`src/design/cri_pkg.sv`:
```
// package for the cpu reset and initial-state block
// assumes a 100 MHz clk_sys and an avalon-mm register slave
// Overview of operation
// - reset loads program counter with 8000h
// - reset loads system stack pointer 100h
// - reset sets privilege mode bit
// - reset sets interrupt mask field 111
// - reset clears address range mode bit
// - reset sets register bank pointer 000
// - other cpu registers keep their values
// - peripheral registers return to initial values
// - ports become general purpose inputs
// - watchdog pin low, watchdog enabled after
// - clock output pulled high during reset
// - address latch enable low during reset
// - bus release waits for wait end
package cri_pkg;
    localparam int unsigned RST_MIN_CYC = 10;
    localparam logic [23:0] PC_INIT = 24'h008000;
    localparam logic [31:0] XSP_INIT = 32'h00000100;
    localparam logic PRIV_INIT = 1'h1;
    localparam logic [2:0] IMASK_INIT = 3'h7;
    localparam logic MAX_INIT = 1'h0;
    localparam logic [2:0] RFP_INIT = 3'h0;
    localparam logic [7:0] PDIR_INIT = 8'h00;
    localparam logic [7:0] PFUNC_INIT = 8'h00;
    localparam logic [7:0] POUT_INIT = 8'h00;
    localparam logic [15:0] PERIPH_INIT = 16'h0000;
    localparam logic WDT_EN_INIT = 1'h1;
    localparam logic [1:0] CLKDIV_INIT = 2'h0;
    // byte offsets of the register map
    localparam logic [5:0] OFS_STAT = 6'h00;
    localparam logic [5:0] OFS_PC = 6'h04;
    localparam logic [5:0] OFS_XSP = 6'h08;
    localparam logic [5:0] OFS_PSW = 6'h0c;
    localparam logic [5:0] OFS_GPR = 6'h10;
    localparam logic [5:0] OFS_PDIR = 6'h14;
    localparam logic [5:0] OFS_PFUNC = 6'h18;
    localparam logic [5:0] OFS_POUT = 6'h1c;
    localparam logic [5:0] OFS_PIN = 6'h20;
    localparam logic [5:0] OFS_PERIPH = 6'h24;
    localparam logic [5:0] OFS_WDT = 6'h28;
    localparam logic [5:0] OFS_BUS = 6'h2c;
    // watchdog control bits
    localparam int unsigned WDT_EN_BIT = 0;
    localparam int unsigned WDT_CLR_BIT = 1;

    typedef struct packed {
        logic privilege_mode_bit;
        logic [2:0] interrupt_mask_field;
        logic max_mode;
        logic [2:0] register_bank_pointer;
        logic [7:0] flags;
    } cri_psw_t;

    typedef struct packed {
        logic [5:0] address;
        logic read;
        logic write;
        logic [31:0] writedata;
        logic [3:0] byteenable;
    } cri_avs_req_t;

    typedef enum logic [4:0] {
        BUS_IDLE = 5'h01,
        BUS_ALE = 5'h02,
        BUS_STROBE = 5'h04,
        BUS_WAIT = 5'h08,
        BUS_REL = 5'h10
    } cri_bus_state_t;
endpackage

```
`src/design/cri_low_filter.sv`:
```
// low-level acceptance filter for the reset pin
// assumes level_n is synchronous to clk
`timescale 1ns/100ps
`default_nettype none
module cri_low_filter #(
    parameter int unsigned COUNT = 10
) (
    input wire logic clk,
    input wire logic nrst,
    input wire logic level_n,
    output logic accepted
);
    localparam int unsigned W = $clog2(COUNT + 1);
    localparam logic [W-1:0] CNT_MAX = W'(COUNT);
    localparam logic [W-1:0] CNT_LAST = W'(COUNT - 1);
    logic [W-1:0] cnt_reg;

    always_ff @(posedge clk or negedge nrst) begin
        if (!nrst) begin
            cnt_reg <= '0;
            accepted <= 1'b0;
        end else if (level_n) begin
            cnt_reg <= '0;
            accepted <= 1'b0;
        end else begin
            if (cnt_reg != CNT_MAX) begin
                cnt_reg <= cnt_reg + 1'b1;
            end
            if (cnt_reg >= CNT_LAST) begin
                accepted <= 1'b1;
            end
        end
    end
endmodule // cri_low_filter
`default_nettype wire

```
`src/design/cri_reset_core.sv`:
```
// reset acceptance and initial-state logic with avalon-mm registers
// assumes all inputs synchronous to clk_sys; pins resolved outside
//
// Implementation choices: register access over Avalon-MM and the register offsets.
`timescale 1ns/100ps
`default_nettype none
module cri_reset_core #(
    parameter int unsigned RST_CYC = cri_pkg::RST_MIN_CYC,
    parameter int unsigned WDT_CYC = 65536
) (
    input wire logic clk_sys,
    input wire logic nrst,
    input wire logic reset_pin_n,
    input wire logic [5:0] avs_address,
    input wire logic avs_read,
    input wire logic avs_write,
    input wire logic [31:0] avs_writedata,
    input wire logic [3:0] avs_byteenable,
    output logic [31:0] avs_readdata,
    output logic avs_waitrequest,
    input wire logic [7:0] port_in,
    output logic [7:0] port_out,
    output logic [7:0] port_oe_n,
    output logic [7:0] port_func,
    output logic [15:0] periph_ctrl,
    output logic watchdog_output_pin,
    output logic clk_out,
    output logic clk_out_oe_n,
    output logic ale,
    input wire logic wait_n,
    input wire logic bus_release_request_n,
    output logic bus_release_grant_n,
    output logic cpu_run,
    output logic [23:0] fetch_addr
);
    ////////////////////////////////////////////////////////////////
    logic in_reset;
    cri_pkg::cri_avs_req_t req;
    logic ack_reg;
    logic wr_en;
    logic [31:0] wmask;
    logic [31:0] rdata_next;
    logic [23:0] pc_reg;
    logic [31:0] xsp_reg;
    cri_pkg::cri_psw_t psw_reg;
    cri_pkg::cri_psw_t psw_wr;
    logic [31:0] gpr_reg;
    logic [7:0] pdir_reg;
    logic [7:0] pfunc_reg;
    logic [7:0] pout_reg;
    logic [15:0] periph_reg;
    logic wdt_en_reg;
    logic [31:0] wdt_cnt_reg;
    logic wdt_pin_reg;
    logic wdt_clr;
    logic wdt_fire;
    logic [1:0] div_reg;
    logic clk_out_reg;
    cri_pkg::cri_bus_state_t bus_reg;
    cri_pkg::cri_bus_state_t bus_next;
    logic bus_start;

    // consecutive low samples of the reset pin
    cri_low_filter #(
        .COUNT(RST_CYC)
    ) u_filter (
        .clk(clk_sys),
        .nrst(nrst),
        .level_n(reset_pin_n),
        .accepted(in_reset)
    );

    ////////////////////////////////////////////////////////////////
    // avalon slave: one wait state, answer on the second edge
    assign req = '{avs_address, avs_read, avs_write, avs_writedata,
                   avs_byteenable};
    assign avs_waitrequest = (req.read | req.write) & ~ack_reg;
    assign wr_en = req.write & ack_reg;
    assign wmask = {{8{req.byteenable[3]}}, {8{req.byteenable[2]}},
                    {8{req.byteenable[1]}}, {8{req.byteenable[0]}}};
    assign psw_wr = cri_pkg::cri_psw_t'(
        (req.writedata[15:0] & wmask[15:0]) |
        (psw_reg & ~wmask[15:0]));

    always_ff @(posedge clk_sys or negedge nrst) begin
        if (!nrst) begin
            ack_reg <= 1'b0;
        end else begin
            ack_reg <= (req.read | req.write) & ~ack_reg;
        end
    end

    always_comb begin
        rdata_next = 32'h00000000;
        case (req.address)
            cri_pkg::OFS_STAT: rdata_next = {25'h0, bus_reg, cpu_run,
                                             in_reset};
            cri_pkg::OFS_PC: rdata_next = {8'h00, pc_reg};
            cri_pkg::OFS_XSP: rdata_next = xsp_reg;
            cri_pkg::OFS_PSW: rdata_next = {16'h0000, psw_reg};
            cri_pkg::OFS_GPR: rdata_next = gpr_reg;
            cri_pkg::OFS_PDIR: rdata_next = {24'h0, pdir_reg};
            cri_pkg::OFS_PFUNC: rdata_next = {24'h0, pfunc_reg};
            cri_pkg::OFS_POUT: rdata_next = {24'h0, pout_reg};
            cri_pkg::OFS_PIN: rdata_next = {24'h0, port_in};
            cri_pkg::OFS_PERIPH: rdata_next = {16'h0, periph_reg};
            cri_pkg::OFS_WDT: rdata_next = {30'h0, wdt_pin_reg,
                                            wdt_en_reg};
            default: rdata_next = 32'h00000000;
        endcase
    end

    always_ff @(posedge clk_sys or negedge nrst) begin
        if (!nrst) begin
            avs_readdata <= 32'h00000000;
        end else if (req.read && !ack_reg) begin
            avs_readdata <= rdata_next;
        end
    end

    ////////////////////////////////////////////////////////////////
    // cpu state: writes are locked out while reset is accepted
    always_ff @(posedge clk_sys or negedge nrst) begin
        if (!nrst) begin
            pc_reg <= cri_pkg::PC_INIT;
        end else if (in_reset) begin
            pc_reg <= cri_pkg::PC_INIT;
        end else if (wr_en && req.address == cri_pkg::OFS_PC) begin
            pc_reg <= (req.writedata[23:0] & wmask[23:0]) |
                      (pc_reg & ~wmask[23:0]);
        end
    end

    always_ff @(posedge clk_sys or negedge nrst) begin
        if (!nrst) begin
            xsp_reg <= cri_pkg::XSP_INIT;
        end else if (in_reset) begin
            xsp_reg <= cri_pkg::XSP_INIT;
        end else if (wr_en && req.address == cri_pkg::OFS_XSP) begin
            xsp_reg <= (req.writedata & wmask) | (xsp_reg & ~wmask);
        end
    end

    always_ff @(posedge clk_sys or negedge nrst) begin
        if (!nrst) begin
            psw_reg <= '{cri_pkg::PRIV_INIT, cri_pkg::IMASK_INIT,
                         cri_pkg::MAX_INIT, cri_pkg::RFP_INIT, 8'h00};
        end else if (in_reset) begin
            psw_reg.privilege_mode_bit <= cri_pkg::PRIV_INIT;
            psw_reg.interrupt_mask_field <= cri_pkg::IMASK_INIT;
            psw_reg.max_mode <= cri_pkg::MAX_INIT;
            psw_reg.register_bank_pointer <= cri_pkg::RFP_INIT;
            // flags keep their value through reset
            psw_reg.flags <= psw_reg.flags;
        end else if (wr_en && req.address == cri_pkg::OFS_PSW) begin
            psw_reg <= psw_wr;
        end
    end

    // general register is cleared only by power-on, never by the pin
    always_ff @(posedge clk_sys or negedge nrst) begin
        if (!nrst) begin
            gpr_reg <= 32'h00000000;
        end else if (!in_reset && wr_en &&
                     req.address == cri_pkg::OFS_GPR) begin
            gpr_reg <= (req.writedata & wmask) | (gpr_reg & ~wmask);
        end
    end

    ////////////////////////////////////////////////////////////////
    // ports and peripheral control
    always_ff @(posedge clk_sys or negedge nrst) begin
        if (!nrst) begin
            pdir_reg <= cri_pkg::PDIR_INIT;
            pfunc_reg <= cri_pkg::PFUNC_INIT;
            pout_reg <= cri_pkg::POUT_INIT;
        end else if (in_reset) begin
            pdir_reg <= cri_pkg::PDIR_INIT;
            pfunc_reg <= cri_pkg::PFUNC_INIT;
            pout_reg <= cri_pkg::POUT_INIT;
        end else if (wr_en && req.byteenable[0]) begin
            if (req.address == cri_pkg::OFS_PDIR) begin
                pdir_reg <= req.writedata[7:0];
            end
            if (req.address == cri_pkg::OFS_PFUNC) begin
                pfunc_reg <= req.writedata[7:0];
            end
            if (req.address == cri_pkg::OFS_POUT) begin
                pout_reg <= req.writedata[7:0];
            end
        end
    end

    always_ff @(posedge clk_sys or negedge nrst) begin
        if (!nrst) begin
            periph_reg <= cri_pkg::PERIPH_INIT;
        end else if (in_reset) begin
            periph_reg <= cri_pkg::PERIPH_INIT;
        end else if (wr_en && req.address == cri_pkg::OFS_PERIPH) begin
            periph_reg <= (req.writedata[15:0] & wmask[15:0]) |
                          (periph_reg & ~wmask[15:0]);
        end
    end

    assign port_out = pout_reg;
    assign port_oe_n = ~pdir_reg;
    assign port_func = pfunc_reg;
    assign periph_ctrl = periph_reg;

    ////////////////////////////////////////////////////////////////
    // watchdog: expiry sets the pin, expiry beats a clear
    assign wdt_clr = wr_en && req.address == cri_pkg::OFS_WDT &&
                     req.byteenable[0] && req.writedata[cri_pkg::WDT_CLR_BIT];
    assign wdt_fire = wdt_en_reg && wdt_cnt_reg == 32'(WDT_CYC - 1);

    always_ff @(posedge clk_sys or negedge nrst) begin
        if (!nrst) begin
            wdt_en_reg <= cri_pkg::WDT_EN_INIT;
        end else if (in_reset) begin
            wdt_en_reg <= cri_pkg::WDT_EN_INIT;
        end else if (wr_en && req.address == cri_pkg::OFS_WDT &&
                     req.byteenable[0]) begin
            wdt_en_reg <= req.writedata[cri_pkg::WDT_EN_BIT];
        end
    end

    always_ff @(posedge clk_sys or negedge nrst) begin
        if (!nrst) begin
            wdt_cnt_reg <= 32'h00000000;
        end else if (in_reset || wdt_clr || wdt_fire || !wdt_en_reg) begin
            wdt_cnt_reg <= 32'h00000000;
        end else begin
            wdt_cnt_reg <= wdt_cnt_reg + 32'h00000001;
        end
    end

    always_ff @(posedge clk_sys or negedge nrst) begin
        if (!nrst) begin
            wdt_pin_reg <= 1'b0;
        end else if (in_reset) begin
            wdt_pin_reg <= 1'b0;
        end else if (wdt_fire) begin
            wdt_pin_reg <= 1'b1;
        end else if (wdt_clr) begin
            wdt_pin_reg <= 1'b0;
        end
    end

    assign watchdog_output_pin = wdt_pin_reg;

    ////////////////////////////////////////////////////////////////
    // clock output: clk_sys divided by four, released high in reset
    always_ff @(posedge clk_sys or negedge nrst) begin
        if (!nrst) begin
            div_reg <= cri_pkg::CLKDIV_INIT;
            clk_out_reg <= 1'b1;
            clk_out_oe_n <= 1'b1;
        end else if (in_reset) begin
            div_reg <= cri_pkg::CLKDIV_INIT;
            clk_out_reg <= 1'b1;
            clk_out_oe_n <= 1'b1;
        end else begin
            div_reg <= div_reg + 2'h1;
            clk_out_reg <= ~div_reg[1];
            clk_out_oe_n <= 1'b0;
        end
    end

    assign clk_out = clk_out_reg;

    always_ff @(posedge clk_sys or negedge nrst) begin
        if (!nrst) begin
            cpu_run <= 1'b0;
        end else begin
            cpu_run <= ~in_reset & reset_pin_n;
        end
    end

    assign fetch_addr = pc_reg;

    ////////////////////////////////////////////////////////////////
    // external bus cycle and bus release
    assign bus_start = wr_en && req.address == cri_pkg::OFS_BUS;

    always_comb begin
        bus_next = bus_reg;
        case (bus_reg)
            cri_pkg::BUS_IDLE: begin
                if (!bus_release_request_n) begin
                    bus_next = cri_pkg::BUS_REL;
                end else if (bus_start) begin
                    bus_next = cri_pkg::BUS_ALE;
                end
            end
            cri_pkg::BUS_ALE: bus_next = cri_pkg::BUS_STROBE;
            cri_pkg::BUS_STROBE: begin
                if (!wait_n) begin
                    bus_next = cri_pkg::BUS_WAIT;
                end else if (!bus_release_request_n) begin
                    bus_next = cri_pkg::BUS_REL;
                end else begin
                    bus_next = cri_pkg::BUS_IDLE;
                end
            end
            // release is held off until the wait request drops
            cri_pkg::BUS_WAIT: begin
                if (wait_n) begin
                    bus_next = bus_release_request_n ? cri_pkg::BUS_IDLE
                                                     : cri_pkg::BUS_REL;
                end
            end
            cri_pkg::BUS_REL: begin
                if (bus_release_request_n) begin
                    bus_next = cri_pkg::BUS_IDLE;
                end
            end
            default: bus_next = cri_pkg::BUS_IDLE;
        endcase
    end

    always_ff @(posedge clk_sys or negedge nrst) begin
        if (!nrst) begin
            bus_reg <= cri_pkg::BUS_IDLE;
        end else if (in_reset) begin
            bus_reg <= cri_pkg::BUS_IDLE;
        end else begin
            bus_reg <= bus_next;
        end
    end

    assign ale = bus_reg == cri_pkg::BUS_ALE;
    assign bus_release_grant_n = bus_reg != cri_pkg::BUS_REL;

    ////////////////////////////////////////////////////////////////
    // run length of low pin samples, saturating, so the check needs no long repeat
    logic [31:0] low_run_reg;

    always_ff @(posedge clk_sys or negedge nrst) begin
        if (!nrst) begin
            low_run_reg <= 32'h00000000;
        end else if (reset_pin_n) begin
            low_run_reg <= 32'h00000000;
        end else if (low_run_reg < 32'(RST_CYC)) begin
            low_run_reg <= low_run_reg + 32'h00000001;
        end
    end
endmodule // cri_reset_core
`default_nettype wire

```
`config.mk`:
```
export PLATFORM = sky130hd
export DESIGN_NAME = cri_reset_core
export DESIGN_NICKNAME = d
export VERILOG_FILES = /design/src/design/cri_pkg.sv /design/src/design/cri_low_filter.sv /design/src/design/cri_reset_core.sv
export SDC_FILE = /design/constraint.sdc
export NUM_CORES = 1
export LEC_CHECK = 0
export BUFFER_PORTS_ARGS = -buffer_cell sky130_fd_sc_hd__buf_4
export CAP_MARGIN = 20
export CORE_AREA = 2 2 180 182
export CTS_CLUSTER_SIZE = 40
export DETAILED_ROUTE_END_ITERATION = 8
export DIE_AREA = 0 0 182 184
export PLACE_DENSITY = 0.51
export SYNTH_ARGS = -nofsm -noshare
export SYNTH_HDL_FRONTEND = slang
export SYNTH_HIERARCHICAL = 1
export SYNTH_SLANG_ARGS = --single-unit
export TNS_END_PERCENT = 10
```
`constraint.sdc`:
```
create_clock -name clk_sys -period 3.2 [get_ports clk_sys]
set_clock_uncertainty 0.1 [all_clocks]
set_input_delay 0.16 -clock clk_sys [delete_from_list [all_inputs] [get_ports clk_sys]]
set_output_delay 0.16 -clock clk_sys [all_outputs]
set_load 0.02 [all_outputs]
```
Word level (Yosys, flattened, before mapping)
Cells that the tools add are included.
{"block": "op_classes", "bitwise_logic": 24, "mux": 39, "add_sub_neg": 3, "n_eq_ne": 22, "n_lt_le_gt_ge": 1, "n_reduce_logical": 37}
{"operator": "$pmux 32 s11", "count": 1}
{"operator": "$and 32x32->32", "count": 3}
{"operator": "$mux 32", "count": 3}
{"operator": "$mux 8", "count": 9}
{"operator": "$mux 16", "count": 4}
{"operator": "$or 32x32->32", "count": 2}
{"operator": "$and 16x16->16", "count": 3}
{"operator": "$and 24x24->24", "count": 2}
{"operator": "$mux 24", "count": 2}
{"operator": "$mux 5", "count": 7}
{"operator": "$add 32x1->32 const B", "count": 1}
{"operator": "$eq 32x16->1 const B", "count": 1}
{"operator": "$not 32->32", "count": 1}
{"operator": "$or 16x16->16", "count": 2}
{"operator": "$pmux 5 s5", "count": 1}
{"operator": "$eq 6x5->1 const B", "count": 4}
{"operator": "$eq 6x6->1 const B", "count": 4}
{"operator": "$not 24->24", "count": 1}
{"operator": "$or 24x24->24", "count": 1}
{"operator": "$reduce_bool 2->1", "count": 11}
{"operator": "$not 16->16", "count": 1}
{"operator": "$logic_and 1x1->1", "count": 13}
{"operator": "$eq 6x4->1 const B", "count": 2}
{"operator": "$mux 1", "count": 9}
{"operator": "other kinds (25)", "count": 38}
{"block": "word_totals", "wordCells": 150, "reg_bits": 226, "out_inout_bits": 103, "input_bits": 57}

Depth between registers and ports, before layout
{"block": "logic_depth", "ltp_word": 8, "mapped_depth": 8, "mapped_depth_nobuf": 5}

Modules after synthesis
Netlist, hierarchy kept.
{"module": "cri_reset_core", "seq_area_each_um2": 5542.8, "cells_per_inst": 951, "instances": 1, "area_per_inst_um2": 10662.7}
{"module": "cri_low_filter", "seq_area_each_um2": 125.1, "cells_per_inst": 25, "instances": 1, "area_per_inst_um2": 282.8}

Worst setup path after synthesis
OpenSTA, ideal clock, no wires.
{"block": "synth_path", "kind": "register -> register", "startpoint": "register wdt_cnt_reg[0]", "endpoint": "register wdt_cnt_reg[22]", "path_stages_with_launch": 7, "arrival_ns": 2.084, "synth_period_minus_slack_ns": 2.270, "slack_ns": 0.930, "setup_time_ns": 0.087, "n_path_buf": 1, "required_time_ns": 3.013, "path_cell_list": "dfrtp_1 -> ha_1 -> nand2_1 -> or4_4 -> buf_6 -> or4_1 -> a211oi_2"}
{"block": "synth_via", "elab_chain_len": 5, "word_cells_on_any_way": 6, "classes_between": "add/sub: 1; eq/ne: 1; mux: 1; reduce/logical: 3"}
{"element": "from (decl)", "line_no": "cri_reset_core.sv:53", "rtl": "logic [31:0] wdt_cnt_reg;"}
{"element": "from (signal assigned)", "line_no": "cri_reset_core.sv:233", "rtl": "wdt_cnt_reg <= wdt_cnt_reg + 32'h00000001;"}
{"element": "branches (longest 4 deep; another with $add 32x1->32)"}
{"element": "$mux 32 (*)", "line_no": "cri_reset_core.sv:230", "rtl": "end else if (in_reset || wdt_clr || wdt_fire || !wdt_en_reg) begin"}
Mark *: on every way between the ends.
A chain may end at the register's enable or synchronous reset.

Worst setup path after layout
{"block": "layout_path", "startpoint": "register ack_reg", "endpoint": "register avs_readdata[24]"}
{"block": "layout_via", "elab_chain_len": 2}
{"element": "from (decl)", "line_no": "cri_reset_core.sv:39", "rtl": "logic ack_reg;"}
{"element": "from (signal assigned)", "line_no": "cri_reset_core.sv:89", "rtl": "ack_reg <= (req.read | req.write) & ~ack_reg;"}
{"element": "$logic_not 1->1", "line_no": "cri_reset_core.sv:116", "rtl": "end else if (req.read && !ack_reg) begin"}
{"element": "$logic_and 1x1->1", "line_no": "cri_reset_core.sv:116"}
{"element": "to (signal assigned)", "line_no": "cri_reset_core.sv:117", "rtl": "avs_readdata <= rdata_next;"}
{"element": "to (decl)", "line_no": "cri_reset_core.sv:19", "rtl": "output logic [31:0] avs_readdata,"}
No other way between the ends.

==> results.md <==
- Status: complete, no violations
- Yosys warnings: 6
- Worst-path clk slew: 0.06 ns
- Pre-CTS setup slack: 0.380 ns
- Vias after detailed routing: 8766
- Gr ovfl total: 0
- CTS tree: done
- CP max FO: 26
- Initial core utilization: 0.349
- Final wirelength: 35.1 mm
- Post-synth EDFFs: 0
- Leakage: 6.43 nW
- Global-route wire length before repair: 54.2 mm
- Worst-Skew Late Latency: 0.54 ns
- Final setup TNS: 0 ns
- Critical Path Sink Type: flop
- Number of global-route vias before repair: 8849
- Most frequent cells in the layout: dfrtp_1, buf_4, nor2_1
- Cell Chain, Critical Path: nand2b_2 -> a2111o_1 -> o21ai_0
- Layout area overhead: 28.2%
- Diode count: 0
- Kind of critical path: reg -> reg
- Antenna violations before repair: 0
- Fillers: 2991
- Remaining DRCs: 0
- Nets: 1247
- Slowest cell on crit path: a2111o_1
- Smallest hold slack: 0.0501 ns
- Die area: 33500 um2
- Total power: 7.08 mW
- Detail Route Antenna Nets: 0
- Largest net degree at the start of global routing: 101
- Area of the multi-input gates: 4970 um2
- Mapped Nets: 1038
- IO buf count: 159
- Flop-to-flop setup slack: 0.72 ns
- Fin area: 14000 um2
- Die H: 184 um
- Slack of the critical path: 0.722 ns
- Distinct cell type count after synthesis: 77
- Final core utilization: 0.447
- Worst EP required: 3.47 ns
- Die extent in x: 182 um
- Relative slew slack: 0.338
- RSZ-0062 raised after global routing: false
- Cell area power density: 504 nW/um2
- Fmax: 404 MHz
- First-pass DRT Iterations: 7
- Async S/R FF share, synth: 1.00
- Dpl hpwl: 23.9 mm
- Postcts setup bufs: 0
- Setup crit start kind: flop
- Mean Syn Cell Area: 11.2 um2
- Hold Fails Final Rpt: 0
- Row count: 65
- Worst VDD drop: 0.000366 V
- GPL Wtd Cong: 0.805
- FF/Latch Area: 5670 um2
- Synth Register Bits: 226
- Cells after synthesis: 976
- H-tree depth: 1
- Max-cap violations: 0
- Post-layout min period: 2.48 ns
- Final setup fails: 0
- Seq/Total Area, Yosys: 0.518
- Root buf cell: clkbuf_16
- Final std cells w/o fill: 1607
- Actual slew at the worst max-slew pin: 0.994 ns
- Max incr delay on CP: 0.86 ns
- Layout cells sized above 1: 0.285
- Worst Hold Class: in -> reg
- Post-synth top flop: dfrtp_1
- Most common cell after layout, fill and taps aside: dfrtp_1
- Fin crit share: 0.774
- CTS Buf Count: 27
- Avg WL per Cell: 21.8 um
- GRT Total Usage: 0.210
- Slew Limit Fails: 0
- Ports: 160
- Dpl cell area: 12700 um2
- Iter 0 DRT Violations: 508
- Placed cell count: 1512
- Cell area after synthesis: 10900 um2
- Critical Path AT: 2.75 ns
- Via density: 5.45
- Clock sinks: 226
- Placeable Area: 31400 um2
- Longest Clk Path Bufs: 3
[per-layer routing]
metal	wire, um	track usage	vias up
met3	2490	0.0519	43
met5	0	0	-
met2	16700	0.344	243
met4	660	0.0461	0
li1	-	-	4032
met1	15200	0.281	4448
[worst paths after layout]
check	from	endpoint	cells past startpoint
max	ack_reg$_DFF_PN0_	avs_readdata[24]$_DFFE_PN0P_	3
min	avs_address[2]	avs_readdata[7]$_DFFE_PN0P_	3
max reg2reg	ack_reg$_DFF_PN0_	avs_readdata[24]$_DFFE_PN0P_	3
min reg2reg	div_reg[1]$_DFF_PN0_	clk_out$_DFF_PN1_	1
max in group asynchronous	nrst	psw_reg[14]$_DFFE_PN1P_	3
min in group asynchronous	nrst	fetch_addr[3]$_DFFE_PN0P_	2
[report_power, final]
| group | switching [mW] | internal, mW |
|---|---|---|
| Sequential | 0.143 | 3.04 |
| Clock | 1.21 | 1.78 |
| Combinational | 0.511 | 0.392 |
| Total | 1.87 | 5.21 |
[cells in the mapped netlist (all sizes together) (22+ instances only)]
cell type  instances  area (um2)
a22o              30         263
and3              32         200
buf               23         131
clkbuf            40         150
dfrtp            216        5410
mux2              54         608
mux2i             86         861
nand2             51         191
nand3             22         135
nor2             100         378
nor3              40         305
o21ai             36         180
[timing repair]
action | in CTS | in global routing
setup endpoints to repair | 0 | 0
endpoints found under the hold margin | 253 | 0
hold buffers | 46 | 0
resized for setup | 0 | 0
[area by class of cell]
type / count / area share
Sequential cell: 226 / 0.404
Multi-Input combinational cell: 669 / 0.354
Timing Repair Buffer: 243 / 0.140
Clock buffer: 42 / 0.0564
Tap cell: 402 / 0.0358
Clock inverter: 7 / 0.00535
Inverter: 18 / 0.00481
[critical path: cells and delay by family, from the launching register on]
family	cells	cell delay, ns
compound gates	2	1.11
simple gates	1	0.56
flops	1	0.52
[kinds of logic after synthesis]
family                   after synthesis  synth area share
AO/OA/AOI/OAI                        187             0.129
flip-flops                           226             0.518
AND/OR/NAND/NOR                      318             0.162
buffers and inverters                 81            0.0319
XOR/XNOR                              16            0.0128
adder cells (fa/ha/maj)                5           0.00572
multiplexers                         143             0.140
No activity file was read; power rests on OpenSTA's default activity.
